$ cat config.mk
export PLATFORM = sky130hd
export DESIGN_NAME = sig_gain_exposure_ctrl
export DESIGN_NICKNAME = d
export VERILOG_FILES = /design/src/sig_pkg.sv /design/src/sig_gain_exposure_ctrl.sv
export SDC_FILE = /design/constraint.sdc
export NUM_CORES = 2
export LEC_CHECK = 0
export BUFFER_PORTS_ARGS = -buffer_cell sky130_fd_sc_hd__buf_4
export CORE_MARGIN = 2
export CORE_UTILIZATION = 64
export CTS_BUF_LIST = sky130_fd_sc_hd__clkbuf_2
export DETAILED_ROUTE_END_ITERATION = 7
export MAX_ROUTING_LAYER = met4
export PLACE_DENSITY_LB_ADDON = 0.3
export SLEW_MARGIN = 20
export SYNTH_ARGS = -nofsm -noshare
export SYNTH_HDL_FRONTEND = slang
export SYNTH_SLANG_ARGS = --single-unit
$ cat constraint.sdc
create_clock -name clock -period 51.7 [get_ports clock]
set_input_delay 2.585 -clock clock [delete_from_list [all_inputs] [get_ports clock]]
set_output_delay 2.585 -clock clock [all_outputs]
set_load 0.005 [all_outputs]
$ cat src/sig_pkg.sv
// Register map, field positions and constants for the gain and exposure control bank
package sig_pkg;

  // ************************************************************
  // Register map
  // ************************************************************
  localparam int SIG_NREG = 33;
  localparam int SIG_IW   = 6;

  localparam logic [15:0] SIG_ADDR [SIG_NREG] = '{
    16'h3500, 16'h3501, 16'h3502, 16'h3503, 16'h3504, 16'h3505, 16'h3506, 16'h3507,
    16'h3508, 16'h3509, 16'h350a, 16'h350b, 16'h350e, 16'h350f, 16'h3514, 16'h3515,
    16'h5000, 16'h5001, 16'h5056, 16'h5057, 16'h5058, 16'h5059, 16'h505a, 16'h505b,
    16'h5238, 16'h5239, 16'h523a, 16'h523b, 16'h523c, 16'h523d, 16'h523e, 16'h523f,
    16'h5240};

  localparam logic [7:0] SIG_RESET [SIG_NREG] = '{
    8'h00, 8'h02, 8'h00, 8'h03, 8'h00, 8'h00, 8'h00, 8'h02,
    8'h00, 8'h10, 8'h00, 8'h10, 8'h00, 8'h10, 8'h00, 8'h00,
    8'h08, 8'h01, 8'h04, 8'h00, 8'h04, 8'h00, 8'h04, 8'h00,
    8'haa, 8'haa, 8'haa, 8'haa, 8'haa, 8'h88, 8'h40, 8'h20,
    8'h18};

  // Implemented bits; the rest read as zero
  localparam logic [7:0] SIG_MASK [SIG_NREG] = '{
    8'h0f, 8'hff, 8'hff, 8'h37, 8'h03, 8'hff, 8'h0f, 8'hff,
    8'hff, 8'h1b, 8'h07, 8'hff, 8'h07, 8'hff, 8'h03, 8'hff,
    8'hff, 8'hff, 8'h0f, 8'hff, 8'h0f, 8'hff, 8'h0f, 8'hff,
    8'hff, 8'hff, 8'hff, 8'hff, 8'hff, 8'hff, 8'hff, 8'hff,
    8'h7f};

  // Register indices
  localparam int SIG_I_LEXP_H   = 0;
  localparam int SIG_I_LEXP_M   = 1;
  localparam int SIG_I_LEXP_L   = 2;
  localparam int SIG_I_MANUAL   = 3;
  localparam int SIG_I_MLGAIN_H = 4;
  localparam int SIG_I_MLGAIN_L = 5;
  localparam int SIG_I_SEXP_H   = 6;
  localparam int SIG_I_SEXP_M   = 7;
  localparam int SIG_I_SEXP_L   = 8;
  localparam int SIG_I_GCONV    = 9;
  localparam int SIG_I_LGOUT_H  = 10;
  localparam int SIG_I_LGOUT_L  = 11;
  localparam int SIG_I_SGOUT_H  = 12;
  localparam int SIG_I_SGOUT_L  = 13;
  localparam int SIG_I_MSGAIN_H = 14;
  localparam int SIG_I_MSGAIN_L = 15;
  localparam int SIG_I_CTRL0    = 16;
  localparam int SIG_I_CTRL1    = 17;
  localparam int SIG_I_WB_R_H   = 18;
  localparam int SIG_I_WB_G_H   = 20;
  localparam int SIG_I_WB_B_H   = 22;
  localparam int SIG_I_POINT0   = 24;
  localparam int SIG_NPOINT     = 5;
  localparam int SIG_I_BASE     = 29;
  localparam int SIG_I_UPPER    = 30;
  localparam int SIG_I_LOWER    = 31;
  localparam int SIG_I_MINAMP   = 32;

  // ************************************************************
  // Field positions
  // ************************************************************
  localparam int SIG_B_SHADE_EN     = 0;
  localparam int SIG_B_WHITE_DEF    = 1;
  localparam int SIG_B_BLACK_DEF    = 2;
  localparam int SIG_B_WB_EN        = 1;
  localparam int SIG_B_GAIN_DLY_SEL = 5;
  localparam int SIG_B_GAIN_DLY_EN  = 4;
  localparam int SIG_B_LONG_REAL    = 4;
  localparam int SIG_B_LONG_MAN     = 3;
  localparam int SIG_B_SHORT_REAL   = 1;
  localparam int SIG_B_SHORT_MAN    = 0;

  // ************************************************************
  // Gain, exposure and amplitude constants
  // ************************************************************
  localparam logic [11:0] SIG_WB_UNITY   = 12'h400;
  localparam logic [8:0]  SIG_GAIN_MAX16 = 9'h100;
  localparam logic [4:0]  SIG_CODED_BASE = 5'h10;
  localparam logic [6:0]  SIG_AMP_FULL   = 7'h40;
  localparam int          SIG_EXP_FRAC   = 4;

endpackage

$ cat src/sig_gain_exposure_ctrl.sv
// Gain, exposure, white balance, defect and lens shading control bank
//
// Operation
// - Each shading colour byte holds blue point high nibble, red point low nibble.
// - Base byte adds its high nibble to every blue point, its low nibble to every red point.
// - Auto switch on and gain above upper threshold gives minimum amplitude.
// - Amplitude decreases above lower threshold, unchanged below it.
// - Minimum amplitude is seven bits, software keeps it within zero to 64.
// - Pipeline byte 0 bits 2 and 1 enable black and white defect removal.
// - White balance gain per channel is twelve bits, 0x400 being unity.
// - White balance gains apply only while pipeline byte 1 bit 1 is set.
// - Long exposure is twenty bits over three bytes in sixteenths of line.
// - Short exposure uses the same layout for alternate row dynamic range.
// - Manual byte bit 5 picks delayed latch, bit 4 enables that delay.
// - Analog gain reaching the array never exceeds sixteen times.
// - Conversion bit 4 reads long gain as coded or real gain.
// - Conversion bit 3 selects manual long gain, which never triggers calibration.
// - Conversion bits 1 and 0 do the same for short gain.
// - Coded gain equals two to N times sixteen plus X over sixteen.
// - Real gain value carries four fractional bits.
// - Gain output values are eleven bits over two bytes, long gain unity at reset (short reads as coded 2x).
// - Manual sensor gain is ten bits over two bytes.
// - Pipeline byte 0 bit 0 enables lens shading compensation.
`timescale 1ns/1ps
`default_nettype none

module sig_gain_exposure_ctrl (
  input  wire logic        clock,
  input  wire logic        reset,
  input  wire logic [15:0] reg_addr,
  input  wire logic [7:0]  reg_wdata,
  input  wire logic        reg_write,
  input  wire logic        reg_read,
  output logic      [7:0]  reg_rdata,
  output logic             reg_rvalid,
  input  wire logic        frame_start,
  input  wire logic        auto_shading_switch_enable,
  output logic      [15:0] long_exposure_lines,
  output logic      [15:0] short_exposure_lines,
  output logic      [8:0]  long_analog_gain,
  output logic      [8:0]  short_analog_gain,
  output logic             long_gain_blc_allowed,
  output logic             short_gain_blc_allowed,
  output logic      [11:0] wb_red_gain,
  output logic      [11:0] wb_green_gain,
  output logic      [11:0] wb_blue_gain,
  output logic             black_defect_removal_en,
  output logic             white_defect_removal_en,
  output logic             lens_shading_correction_en,
  output logic      [24:0] shading_blue_points,
  output logic      [24:0] shading_red_points,
  output logic      [6:0]  shading_lum_amplitude
);

  // ************************************************************
  // Functions
  // ************************************************************
  function automatic logic [sig_pkg::SIG_IW:0] reg_lookup(input logic [15:0] addr);
    logic [sig_pkg::SIG_IW:0] res;
    res = '0;
    for (int i = 0; i < sig_pkg::SIG_NREG; i++) begin
      if (sig_pkg::SIG_ADDR[i] == addr) begin
        res = {1'b1, i[sig_pkg::SIG_IW-1:0]};
      end
    end
    return res;
  endfunction

  // Gain in sixteenths, clamped so the array never sees more than 16x
  function automatic logic [8:0] gain_x16(input logic [10:0] g, input logic real_mode);
    logic [2:0]  n;
    logic [11:0] coded;
    logic [10:0] v;
    n = 3'($countones(g[9:4]));
    coded = 12'({sig_pkg::SIG_CODED_BASE + {1'b0, g[3:0]}}) << n;
    v = real_mode ? g : coded[10:0];
    if (coded[11] || v > 11'(sig_pkg::SIG_GAIN_MAX16)) begin
      v = 11'(sig_pkg::SIG_GAIN_MAX16);
    end
    return v[8:0];
  endfunction

  // Point plus common base, one nibble field of each byte
  function automatic logic [4:0] point_sum(input logic [3:0] p, input logic [3:0] b);
    return {1'b0, p} + {1'b0, b};
  endfunction

  function automatic logic [11:0] wb_gain(input logic [7:0] hi, input logic [7:0] lo,
                                          input logic en);
    return en ? {hi[3:0], lo} : sig_pkg::SIG_WB_UNITY;
  endfunction

  // ************************************************************
  // Register file
  // ************************************************************
  logic [7:0]               regs_r [sig_pkg::SIG_NREG];
  logic [sig_pkg::SIG_IW:0] hit;
  logic                     hit_valid;
  logic [sig_pkg::SIG_IW-1:0] hit_idx;

  assign hit       = reg_lookup(reg_addr);
  assign hit_valid = hit[sig_pkg::SIG_IW];
  assign hit_idx   = hit[sig_pkg::SIG_IW-1:0];

  // Unmapped writes are dropped; masked bits always read zero
  always_ff @(posedge clock or posedge reset) begin
    if (reset) begin
      for (int i = 0; i < sig_pkg::SIG_NREG; i++) begin
        regs_r[i] <= sig_pkg::SIG_RESET[i];
      end
    end else if (reg_write && hit_valid) begin
      regs_r[hit_idx] <= reg_wdata & sig_pkg::SIG_MASK[hit_idx];
    end
  end

  always_ff @(posedge clock or posedge reset) begin
    if (reset) begin
      reg_rdata  <= 8'h00;
      reg_rvalid <= 1'b0;
    end else begin
      reg_rvalid <= reg_read;
      reg_rdata  <= (reg_read && hit_valid) ? regs_r[hit_idx] : 8'h00;
    end
  end

  // ************************************************************
  // Decoded controls
  // ************************************************************
  logic [7:0]  manual_mode;
  logic [7:0]  gconv;
  logic [7:0]  ctrl0;
  logic [7:0]  ctrl1;
  logic        gain_delay;
  logic [19:0] long_exp_raw;
  logic [19:0] short_exp_raw;
  logic [10:0] long_gain_src;
  logic [10:0] short_gain_src;
  logic [8:0]  long_gain_now;
  logic [8:0]  short_gain_now;

  assign manual_mode = regs_r[sig_pkg::SIG_I_MANUAL];
  assign gconv       = regs_r[sig_pkg::SIG_I_GCONV];
  assign ctrl0       = regs_r[sig_pkg::SIG_I_CTRL0];
  assign ctrl1       = regs_r[sig_pkg::SIG_I_CTRL1];

  // Delayed latch only when both the option and its enable are set
  assign gain_delay = manual_mode[sig_pkg::SIG_B_GAIN_DLY_SEL]
                    & manual_mode[sig_pkg::SIG_B_GAIN_DLY_EN];

  assign long_exp_raw  = {regs_r[sig_pkg::SIG_I_LEXP_H][3:0],
                          regs_r[sig_pkg::SIG_I_LEXP_M],
                          regs_r[sig_pkg::SIG_I_LEXP_L]};
  assign short_exp_raw = {regs_r[sig_pkg::SIG_I_SEXP_H][3:0],
                          regs_r[sig_pkg::SIG_I_SEXP_M],
                          regs_r[sig_pkg::SIG_I_SEXP_L]};

  // Manual source is ten bits; output value is eleven bits
  assign long_gain_src = gconv[sig_pkg::SIG_B_LONG_MAN]
    ? {1'b0, regs_r[sig_pkg::SIG_I_MLGAIN_H][1:0], regs_r[sig_pkg::SIG_I_MLGAIN_L]}
    : {regs_r[sig_pkg::SIG_I_LGOUT_H][2:0], regs_r[sig_pkg::SIG_I_LGOUT_L]};
  assign short_gain_src = gconv[sig_pkg::SIG_B_SHORT_MAN]
    ? {1'b0, regs_r[sig_pkg::SIG_I_MSGAIN_H][1:0], regs_r[sig_pkg::SIG_I_MSGAIN_L]}
    : {regs_r[sig_pkg::SIG_I_SGOUT_H][2:0], regs_r[sig_pkg::SIG_I_SGOUT_L]};

  assign long_gain_now  = gain_x16(long_gain_src, gconv[sig_pkg::SIG_B_LONG_REAL]);
  assign short_gain_now = gain_x16(short_gain_src, gconv[sig_pkg::SIG_B_SHORT_REAL]);

  // ************************************************************
  // Frame boundary capture
  // ************************************************************
  logic [8:0] long_gain_pend_r;
  logic [8:0] short_gain_pend_r;

  // Whole-line exposure implied by the mid byte reset values
  localparam logic [15:0] LEXP_RST =
    16'(sig_pkg::SIG_RESET[sig_pkg::SIG_I_LEXP_M]) << sig_pkg::SIG_EXP_FRAC;
  localparam logic [15:0] SEXP_RST =
    16'(sig_pkg::SIG_RESET[sig_pkg::SIG_I_SEXP_M]) << sig_pkg::SIG_EXP_FRAC;

  // Fraction bits are dropped: sub-line exposure is not supported
  always_ff @(posedge clock or posedge reset) begin
    if (reset) begin
      long_exposure_lines  <= LEXP_RST;
      short_exposure_lines <= SEXP_RST;
    end else if (frame_start) begin
      long_exposure_lines  <= long_exp_raw[19:sig_pkg::SIG_EXP_FRAC];
      short_exposure_lines <= short_exp_raw[19:sig_pkg::SIG_EXP_FRAC];
    end
  end

  // Pending stage holds last frame's gain for the delayed latch
  always_ff @(posedge clock or posedge reset) begin
    if (reset) begin
      long_gain_pend_r  <= 9'(sig_pkg::SIG_CODED_BASE);
      short_gain_pend_r <= 9'(sig_pkg::SIG_CODED_BASE);
      long_analog_gain  <= 9'(sig_pkg::SIG_CODED_BASE);
      short_analog_gain <= 9'(sig_pkg::SIG_CODED_BASE);
    end else if (frame_start) begin
      long_gain_pend_r  <= long_gain_now;
      short_gain_pend_r <= short_gain_now;
      long_analog_gain  <= gain_delay ? long_gain_pend_r : long_gain_now;
      short_analog_gain <= gain_delay ? short_gain_pend_r : short_gain_now;
    end
  end

  // Calibration may only follow gain taken from the output value registers
  always_ff @(posedge clock or posedge reset) begin
    if (reset) begin
      long_gain_blc_allowed  <= 1'b1;
      short_gain_blc_allowed <= 1'b1;
    end else if (frame_start) begin
      long_gain_blc_allowed  <= ~gconv[sig_pkg::SIG_B_LONG_MAN];
      short_gain_blc_allowed <= ~gconv[sig_pkg::SIG_B_SHORT_MAN];
    end
  end

  // ************************************************************
  // Pipeline enables and white balance
  // ************************************************************
  always_ff @(posedge clock or posedge reset) begin
    if (reset) begin
      black_defect_removal_en    <= 1'b0;
      white_defect_removal_en    <= 1'b0;
      lens_shading_correction_en <= 1'b0;
      wb_red_gain                <= sig_pkg::SIG_WB_UNITY;
      wb_green_gain              <= sig_pkg::SIG_WB_UNITY;
      wb_blue_gain               <= sig_pkg::SIG_WB_UNITY;
    end else begin
      black_defect_removal_en    <= ctrl0[sig_pkg::SIG_B_BLACK_DEF];
      white_defect_removal_en    <= ctrl0[sig_pkg::SIG_B_WHITE_DEF];
      lens_shading_correction_en <= ctrl0[sig_pkg::SIG_B_SHADE_EN];
      wb_red_gain   <= wb_gain(regs_r[sig_pkg::SIG_I_WB_R_H], regs_r[sig_pkg::SIG_I_WB_R_H+1],
                               ctrl1[sig_pkg::SIG_B_WB_EN]);
      wb_green_gain <= wb_gain(regs_r[sig_pkg::SIG_I_WB_G_H], regs_r[sig_pkg::SIG_I_WB_G_H+1],
                               ctrl1[sig_pkg::SIG_B_WB_EN]);
      wb_blue_gain  <= wb_gain(regs_r[sig_pkg::SIG_I_WB_B_H], regs_r[sig_pkg::SIG_I_WB_B_H+1],
                               ctrl1[sig_pkg::SIG_B_WB_EN]);
    end
  end

  // ************************************************************
  // Lens shading colour points
  // ************************************************************
  logic [24:0] blue_pts;
  logic [24:0] red_pts;
  logic [3:0]  base_blue;
  logic [3:0]  base_red;

  assign base_blue = regs_r[sig_pkg::SIG_I_BASE][7:4];
  assign base_red  = regs_r[sig_pkg::SIG_I_BASE][3:0];

  for (genvar p = 0; p < sig_pkg::SIG_NPOINT; p++) begin : g_pt
    assign blue_pts[p*5 +: 5] = point_sum(regs_r[sig_pkg::SIG_I_POINT0+p][7:4], base_blue);
    assign red_pts[p*5 +: 5]  = point_sum(regs_r[sig_pkg::SIG_I_POINT0+p][3:0], base_red);
  end

  always_ff @(posedge clock or posedge reset) begin
    if (reset) begin
      shading_blue_points <= '0;
      shading_red_points  <= '0;
    end else begin
      shading_blue_points <= blue_pts;
      shading_red_points  <= red_pts;
    end
  end

  // ************************************************************
  // Luminance amplitude reduction at high gain
  // ************************************************************
  logic [7:0]  upper_thr;
  logic [7:0]  lower_thr;
  logic [6:0]  min_amp;
  logic [8:0]  gain_now;
  logic [8:0]  span;
  logic [8:0]  over;
  logic [6:0]  drop_range;
  logic [15:0] drop_prod;
  logic [15:0] drop;
  logic [6:0]  amp_nxt;

  assign upper_thr = regs_r[sig_pkg::SIG_I_UPPER];
  assign lower_thr = regs_r[sig_pkg::SIG_I_LOWER];
  // Out-of-range minimum is held at full amplitude
  assign min_amp   = (regs_r[sig_pkg::SIG_I_MINAMP][6:0] > sig_pkg::SIG_AMP_FULL)
                   ? sig_pkg::SIG_AMP_FULL : regs_r[sig_pkg::SIG_I_MINAMP][6:0];
  assign gain_now  = long_analog_gain;
  assign span      = {1'b0, upper_thr} - {1'b0, lower_thr};
  assign over      = gain_now - {1'b0, lower_thr};
  assign drop_range = sig_pkg::SIG_AMP_FULL - min_amp;
  assign drop_prod = 16'(drop_range) * 16'(over);
  // Divide is small; only one per frame matters, so it is left combinational
  assign drop      = (span == 9'h000) ? 16'(drop_range) : drop_prod / 16'(span);

  always_comb begin
    amp_nxt = sig_pkg::SIG_AMP_FULL;
    if (auto_shading_switch_enable) begin
      if (gain_now > {1'b0, upper_thr}) begin
        amp_nxt = min_amp;
      end else if (gain_now > {1'b0, lower_thr}) begin
        amp_nxt = sig_pkg::SIG_AMP_FULL - drop[6:0];
      end
    end
  end

  always_ff @(posedge clock or posedge reset) begin
    if (reset) begin
      shading_lum_amplitude <= sig_pkg::SIG_AMP_FULL;
    end else begin
      shading_lum_amplitude <= amp_nxt;
    end
  end

endmodule

`default_nettype wire

Word-level counts from Yosys, hierarchy flattened
Memory sizes are Yosys's and may differ from the RTL's. Cells that the tools add are included.

Register bits after elaboration: 439. Bits in read-only memories: 512. Output and inout port bits: 157. Memories kept: 1. Input port bits: 30.

Div/mod/pow operators: 1. Muxes and demuxes: 58. Shift operators: 2. Bitwise logic cells: 5. Multipliers: 1. Eq/ne operators: 33. Reductions and logical operators: 6. Magnitude comparators: 7. Add/subtract/negate cells: 26.

Memories: (no name shown) (words 64, width 8, rd ports 1, clocked after memory_dff 0, write ports 0, RTL line sig_gain_exposure_ctrl.sv:112) `regs_r[hit_idx] <= reg_wdata & sig_pkg::SIG_MASK[hit_idx];`.

Operators by type and width (number): $eq 15x16->1 const A (17); $mux 7 (38); $bwmux 264 (1); $eq 14x16->1 const A (16); $add 4x4->5 (10); $bmux 8 s6 (1); $demux 8 s6 (1); $mux 8 (6); $mux 11 (4); $mux 12 (3); $mux 9 (4); $shl 5x3->12 (2); $gt 11x9->1 const B (2); $gt 9x8->1 (2); $div 16x9->16 (1); $mul 7x9->16 (1); $sub 7x7->7 const A (2); $add 1x1->2 (6); $add 5x4->5 const A (2); $logic_not 9->1 (1); $sub 8x8->9 (1); $sub 9x8->9 (1); $and 8x8->8 (1); $ge 7x7->1 const B (1); 9 further kinds (15).

Depth between registers and ports, before layout
Depth after elaboration: 40. Gate-level depth with buffers: 198.

Worst setup path after synthesis
OpenSTA, ideal clock, no wires.

Path type: register to register. From: reg regs_r (netlist bit lower_thr[1]). To: reg shading_lum_amplitude[4]. Required time: 51577 ps. Period minus slack after synthesis: 36879 ps. Library setup time: 123 ps. Setup slack: 14821 ps. Stages on the path, launching flop included: 188. Arrival time: 36756 ps. Cell sequence: dfrtp_1 inv_1 ha_1 nor2b_1 o21ai_0 nand2b_1 a21o_1 a21o_1 a21o_1 a21o_1 xnor2_1 nor2_1 fa_1 fa_1 fa_1 inv_1 fa_1 inv_1 (+152 left out) a21oi_1 nor2b_1 o21ai_0 nand2b_1 a21oi_1 nor2b_1 o21ai_0 nand3b_1 inv_1 o221ai_1 a2111oi_4 a21oi_2 o41ai_2 ha_1 nand3_1 xnor2_1 a22oi_1 nor2b_1.

Word-level cells in the longest chain between the ends: 8. Elaborated cells between the ends (all ways): 11. Classes of those cells: add/sub (3); mul (1); div (1); order compare (1); mux (4); reduce/logical (1).

Ends and longest elaborated chain: start: declaration (RTL line sig_gain_exposure_ctrl.sv:96) `logic [7:0] regs_r [sig_pkg::SIG_NREG];`; start signal: indexed assignment (RTL line sig_gain_exposure_ctrl.sv:109) `regs_r[i] <= sig_pkg::SIG_RESET[i];`; start signal: indexed assignment (RTL line sig_gain_exposure_ctrl.sv:112); $sub 9x8->9 (RTL line sig_gain_exposure_ctrl.sv:288) `assign over = gain_now - {1'b0, lower_thr};`; $mul 7x9->16 (RTL line sig_gain_exposure_ctrl.sv:290) `assign drop_prod = 16'(drop_range) * 16'(over);`; $div 16x9->16 (RTL line sig_gain_exposure_ctrl.sv:292) `assign drop = (span == 9'h000) ? 16'(drop_range) : drop_prod / 16'(span);`; $mux 7 (RTL line sig_gain_exposure_ctrl.sv:292); $sub 7x7->7 (RTL line sig_gain_exposure_ctrl.sv:300) `amp_nxt = sig_pkg::SIG_AMP_FULL - drop[6:0];`; $mux 7 (*) (RTL line sig_gain_exposure_ctrl.sv:299) `end else if (gain_now > {1'b0, lower_thr}) begin`; $mux 7 (*) (RTL line sig_gain_exposure_ctrl.sv:297) `if (gain_now > {1'b0, upper_thr}) begin`; $mux 7 (*) (RTL line sig_gain_exposure_ctrl.sv:296) `if (auto_shading_switch_enable) begin`; net amp_nxt[4] (RTL line sig_gain_exposure_ctrl.sv:279) `logic [6:0] amp_nxt;`; end signal: assignment (RTL line sig_gain_exposure_ctrl.sv:307) `shading_lum_amplitude <= sig_pkg::SIG_AMP_FULL;`; end signal: assignment (RTL line sig_gain_exposure_ctrl.sv:309) `shading_lum_amplitude <= amp_nxt;`; end: declaration (RTL line sig_gain_exposure_ctrl.sv:52) `output logic [6:0] shading_lum_amplitude`.

The timed path passes the listed nets; every way through them passes the cells marked *. A chain may end at the register's enable or synchronous reset.

Final worst setup path
Same ends and word-level chain as after synthesis.

==> results.cfg <==
[setup_path]
required_ns = 52.62
path_buf_inv = 8
path_delay_family = compound AO/OA/AOI/OAI gates
worst_ep_arrival_time_ns = 42.91
path_max_fanout = 27
path_common_cell = o21a_1
reg2reg_slack_ns = 9.71
cp_slowest_cell = a211oi_4
slowest_delay_ns = 0.85
cp-start-kind = register
endpoint_kind = register
critPathKind = register to register

[drt]
antenna_left = 0
wl_per_cell_um = 21.66
via_count = 27160
drtPass1Iterations = 7
viasPerCell = 6.439
drt-initial-drc-count = 2972
drc = 0
wirelength_mm = 91.35

[cts]
htree_levels = 3
cts_setup_buffers = 0
cts_resized = 0
cts_tree = built
clockBufferDepth = 3
clock-sinks = 439
clk_pin_slew_worst_paths_ns = 0.12
postCtsHoldBufs = 0
insertion_delay_ns = 1.10
cts_buffers = 102
cts-root-buf = clkbuf_2

[logic_synthesis]
synth_ff_type = dfrtp_1
synth_top_area_cell = dfrtp_1
synth.net_count = 3665
synth-edff-count = 0
ys_warn_count = 0
async_flop_share = 1.000
synth_top_area_frac = 0.3277
synth_cell_type_count = 105
yosysSeqAreaShare = 0.3719
ys_ff_latch = 439
postSynthCellCount = 3368
syn_area_per_cell_um2 = 8.820
synth_area_leaders = dfrtp_1, ha_1, nand2_1
synth_area_mm2 = 0.02970

[timing]
slew_viol_final = 0
rsz0062_at_grt = no
finalHoldViolations = 0
period_share = 0.8122
skew_ns = 0.08354
post-route-min-period_ns = 41.99
worstMarginPinSlew_ns = 1.144
fin_setup_tns_ns = 0
setup_viol_count_final = 0
timing.fmax_mhz = 23.82
relSlewSlack = 0.2341
finalWorstSetupSlack_ns = 9.711

[grt]
grt_overflow = 0
grt_max_degree = 168
grt_first_pass_wirelength_mm = 143.8
antenna_found_initial = 2
grt_pass1_vias = 26650
gr-usage-all-layers = 0.3932

[finish]
drive_gt1_frac = 0.1708
fin_util = 0.7154
area_growth_pct = 9.768
finalNetCount = 3824
fill_cells = 3457

[run]
drv_cap = 0

[floorplan]
die_h_um = 219.4
coreArea_mm2 = 0.04558
die_area_mm2 = 0.04815
rows = 78
boundaryPins = 187
start_util = 0.6518
fp.dieW_um = 219.4

[place]
place_ws_ns = 10.06
place.gp.congestion = 0.9636
hpwl_mm = 66.32
portBuffers = 186

[run_status]
status = finished, final reports clean

[hold_path]
holdCritPathClass = register to register
## layout make-up
type / count / area, µm² / share of cell area
diodes: 5 / 12.51 / 0.0003837
clock buffers: 153 / 765.7 / 0.02348
clock inverters: 37 / 284.0 / 0.008711
inverters: 136 / 518.0 / 0.01589
multi-input cells: 2634 / 17610 / 0.5400
flip-flops and latches: 439 / 11050 / 0.3388
well taps: 600 / 750.7 / 0.02302
repair buffers: 214 / 1619 / 0.04965
## sequential cells by signal, summed over array words and instances (netlist names), 9 cells and up
register              count
wb_green_gain            12
wb_red_gain              12
regs_r                  188
shading_red_points       25
short_analog_gain         9
wb_blue_gain             12
shading_blue_points      25
long_exp_raw             20
short_gain_pend_r         9
short_exposure_lines     16
long_analog_gain          9
long_exposure_lines      16
long_gain_pend_r          9
## worst paths after layout
check,start,to,cells after the start
max,lower_thr[1]$_DFFE_PP0P_,shading_lum_amplitude[4]$_DFF_PP0_,179
min,ctrl0[0]$_DFFE_PP0P_,lens_shading_correction_en$_DFF_PP0_,0
max reg2reg,lower_thr[1]$_DFFE_PP0P_,shading_lum_amplitude[4]$_DFF_PP0_,179
min reg2reg,ctrl0[0]$_DFFE_PP0P_,lens_shading_correction_en$_DFF_PP0_,0
max in group asynchronous,reset,long_analog_gain[5]$_DFFE_PP0P_,3
min in group asynchronous,reset,regs_r[83]$_DFFE_PP0P_,2
## worst register-to-register path: cells and delay by family, from the launching register on
family / cells / cell delay, ns
AND/OR/NAND/NOR: 44 / 8.36
flip-flops: 1 / 0.44
multiplexers: 3 / 1.01
adder cells (fa/ha/maj): 23 / 8.26
XOR/XNOR: 2 / 0.73
buffers and inverters: 8 / 0.80
AO/OA/AOI/OAI: 99 / 22.30
## synth_stat cells, types with 6 or more instances
cell,instances
nand2_1,561
dfrtp_1,389
o21ai_0,325
nor2_1,246
ha_1,215
a21oi_1,162
clkbuf_1,137
inv_1,129
mux2_2,125
nand3_1,105
nor3_1,71
and2_1,69
xnor2_1,61
nor2b_1,60
o21a_1,56
a21o_1,52
fa_1,52
dfstp_2,50
mux2i_1,49
nand2b_1,42
a31oi_1,31
xor2_1,29
o31ai_1,26
a211oi_1,23
and3_1,23
o211ai_1,22
or3_1,18
o221ai_1,13
or2_2,13
nand4_1,12
a221oi_1,11
buf_1,11
o22ai_1,11
nor4_1,9
a22oi_1,7
a311oi_1,6
nand4b_1,6
o31a_1,6
## placed cells by master (no fill, tap or decap), types with 6 or more instances in the layout
cell	n
xnor2_1	61
mux2i_1	49
clkinv_1	28
dfrtp_1	389
o31ai_1	25
and2_1	69
inv_1	128
inv_2	6
buf_4	213
a31oi_1	30
o21a_1	56
dfstp_2	50
ha_1	215
or2_2	13
nor2_1	245
a211oi_1	23
a311oi_1	6
nand3_1	105
a21o_1	52
o221ai_1	12
or3_1	18
nor3_1	71
a221oi_1	11
o21ai_0	323
nand2b_1	42
nor2b_1	60
nand2_1	561
nor4_1	9
mux2_2	125
a21oi_1	161
nand4b_1	6
fa_1	52
a22oi_1	7
o22ai_1	11
nand4_1	12
o211ai_1	22
and3_1	23
xor2_1	29
clkbuf_2	153
## routing by layer
metal	vias up	global-route usage	part of all wire
met3	453	0.06833	0.084
li1	12220	-	-
met4	0	0.2241	0.062
met2	1512	0.6382	0.48
met5	-	-	0
met1	12980	0.4634	0.37
## cell families (layout without fill, tap and decap cells)
kind of cell | after synthesis | after routing | share of synthesized area
DFF | 439 | 439 | 0.3719
xor gates and xnor gates | 92 | 92 | 0.02763
muxes | 181 | 181 | 0.06790
other | 0 | 5 | 0
adders and majority gates | 267 | 267 | 0.1256
and+or+nand+nor | 1268 | 1268 | 0.1950
AOI/OAI and AO/OA | 826 | 826 | 0.1731
buffers and inverters | 295 | 540 | 0.03879
## metrics by stage
| step | instances | cell area [µm²] | hold slack [ns] |
|---|---|---|---|
| final | 4218 | 32610 | 0.3926 |
| after global routing | 4218 | 32610 | 0.4143 |
| after CTS | 4213 | 32590 | 0.4014 |
| after detailed placement | 4023 | 31540 | 0.3875 |
| after global placement | 4023 | 31540 | 0.3823 |
| after floorplan | 3368 | 29700 | 0.3686 |
Power is not shown: default switching activity piles up to over one toggle a cycle in this logic, so the estimate is an artifact.
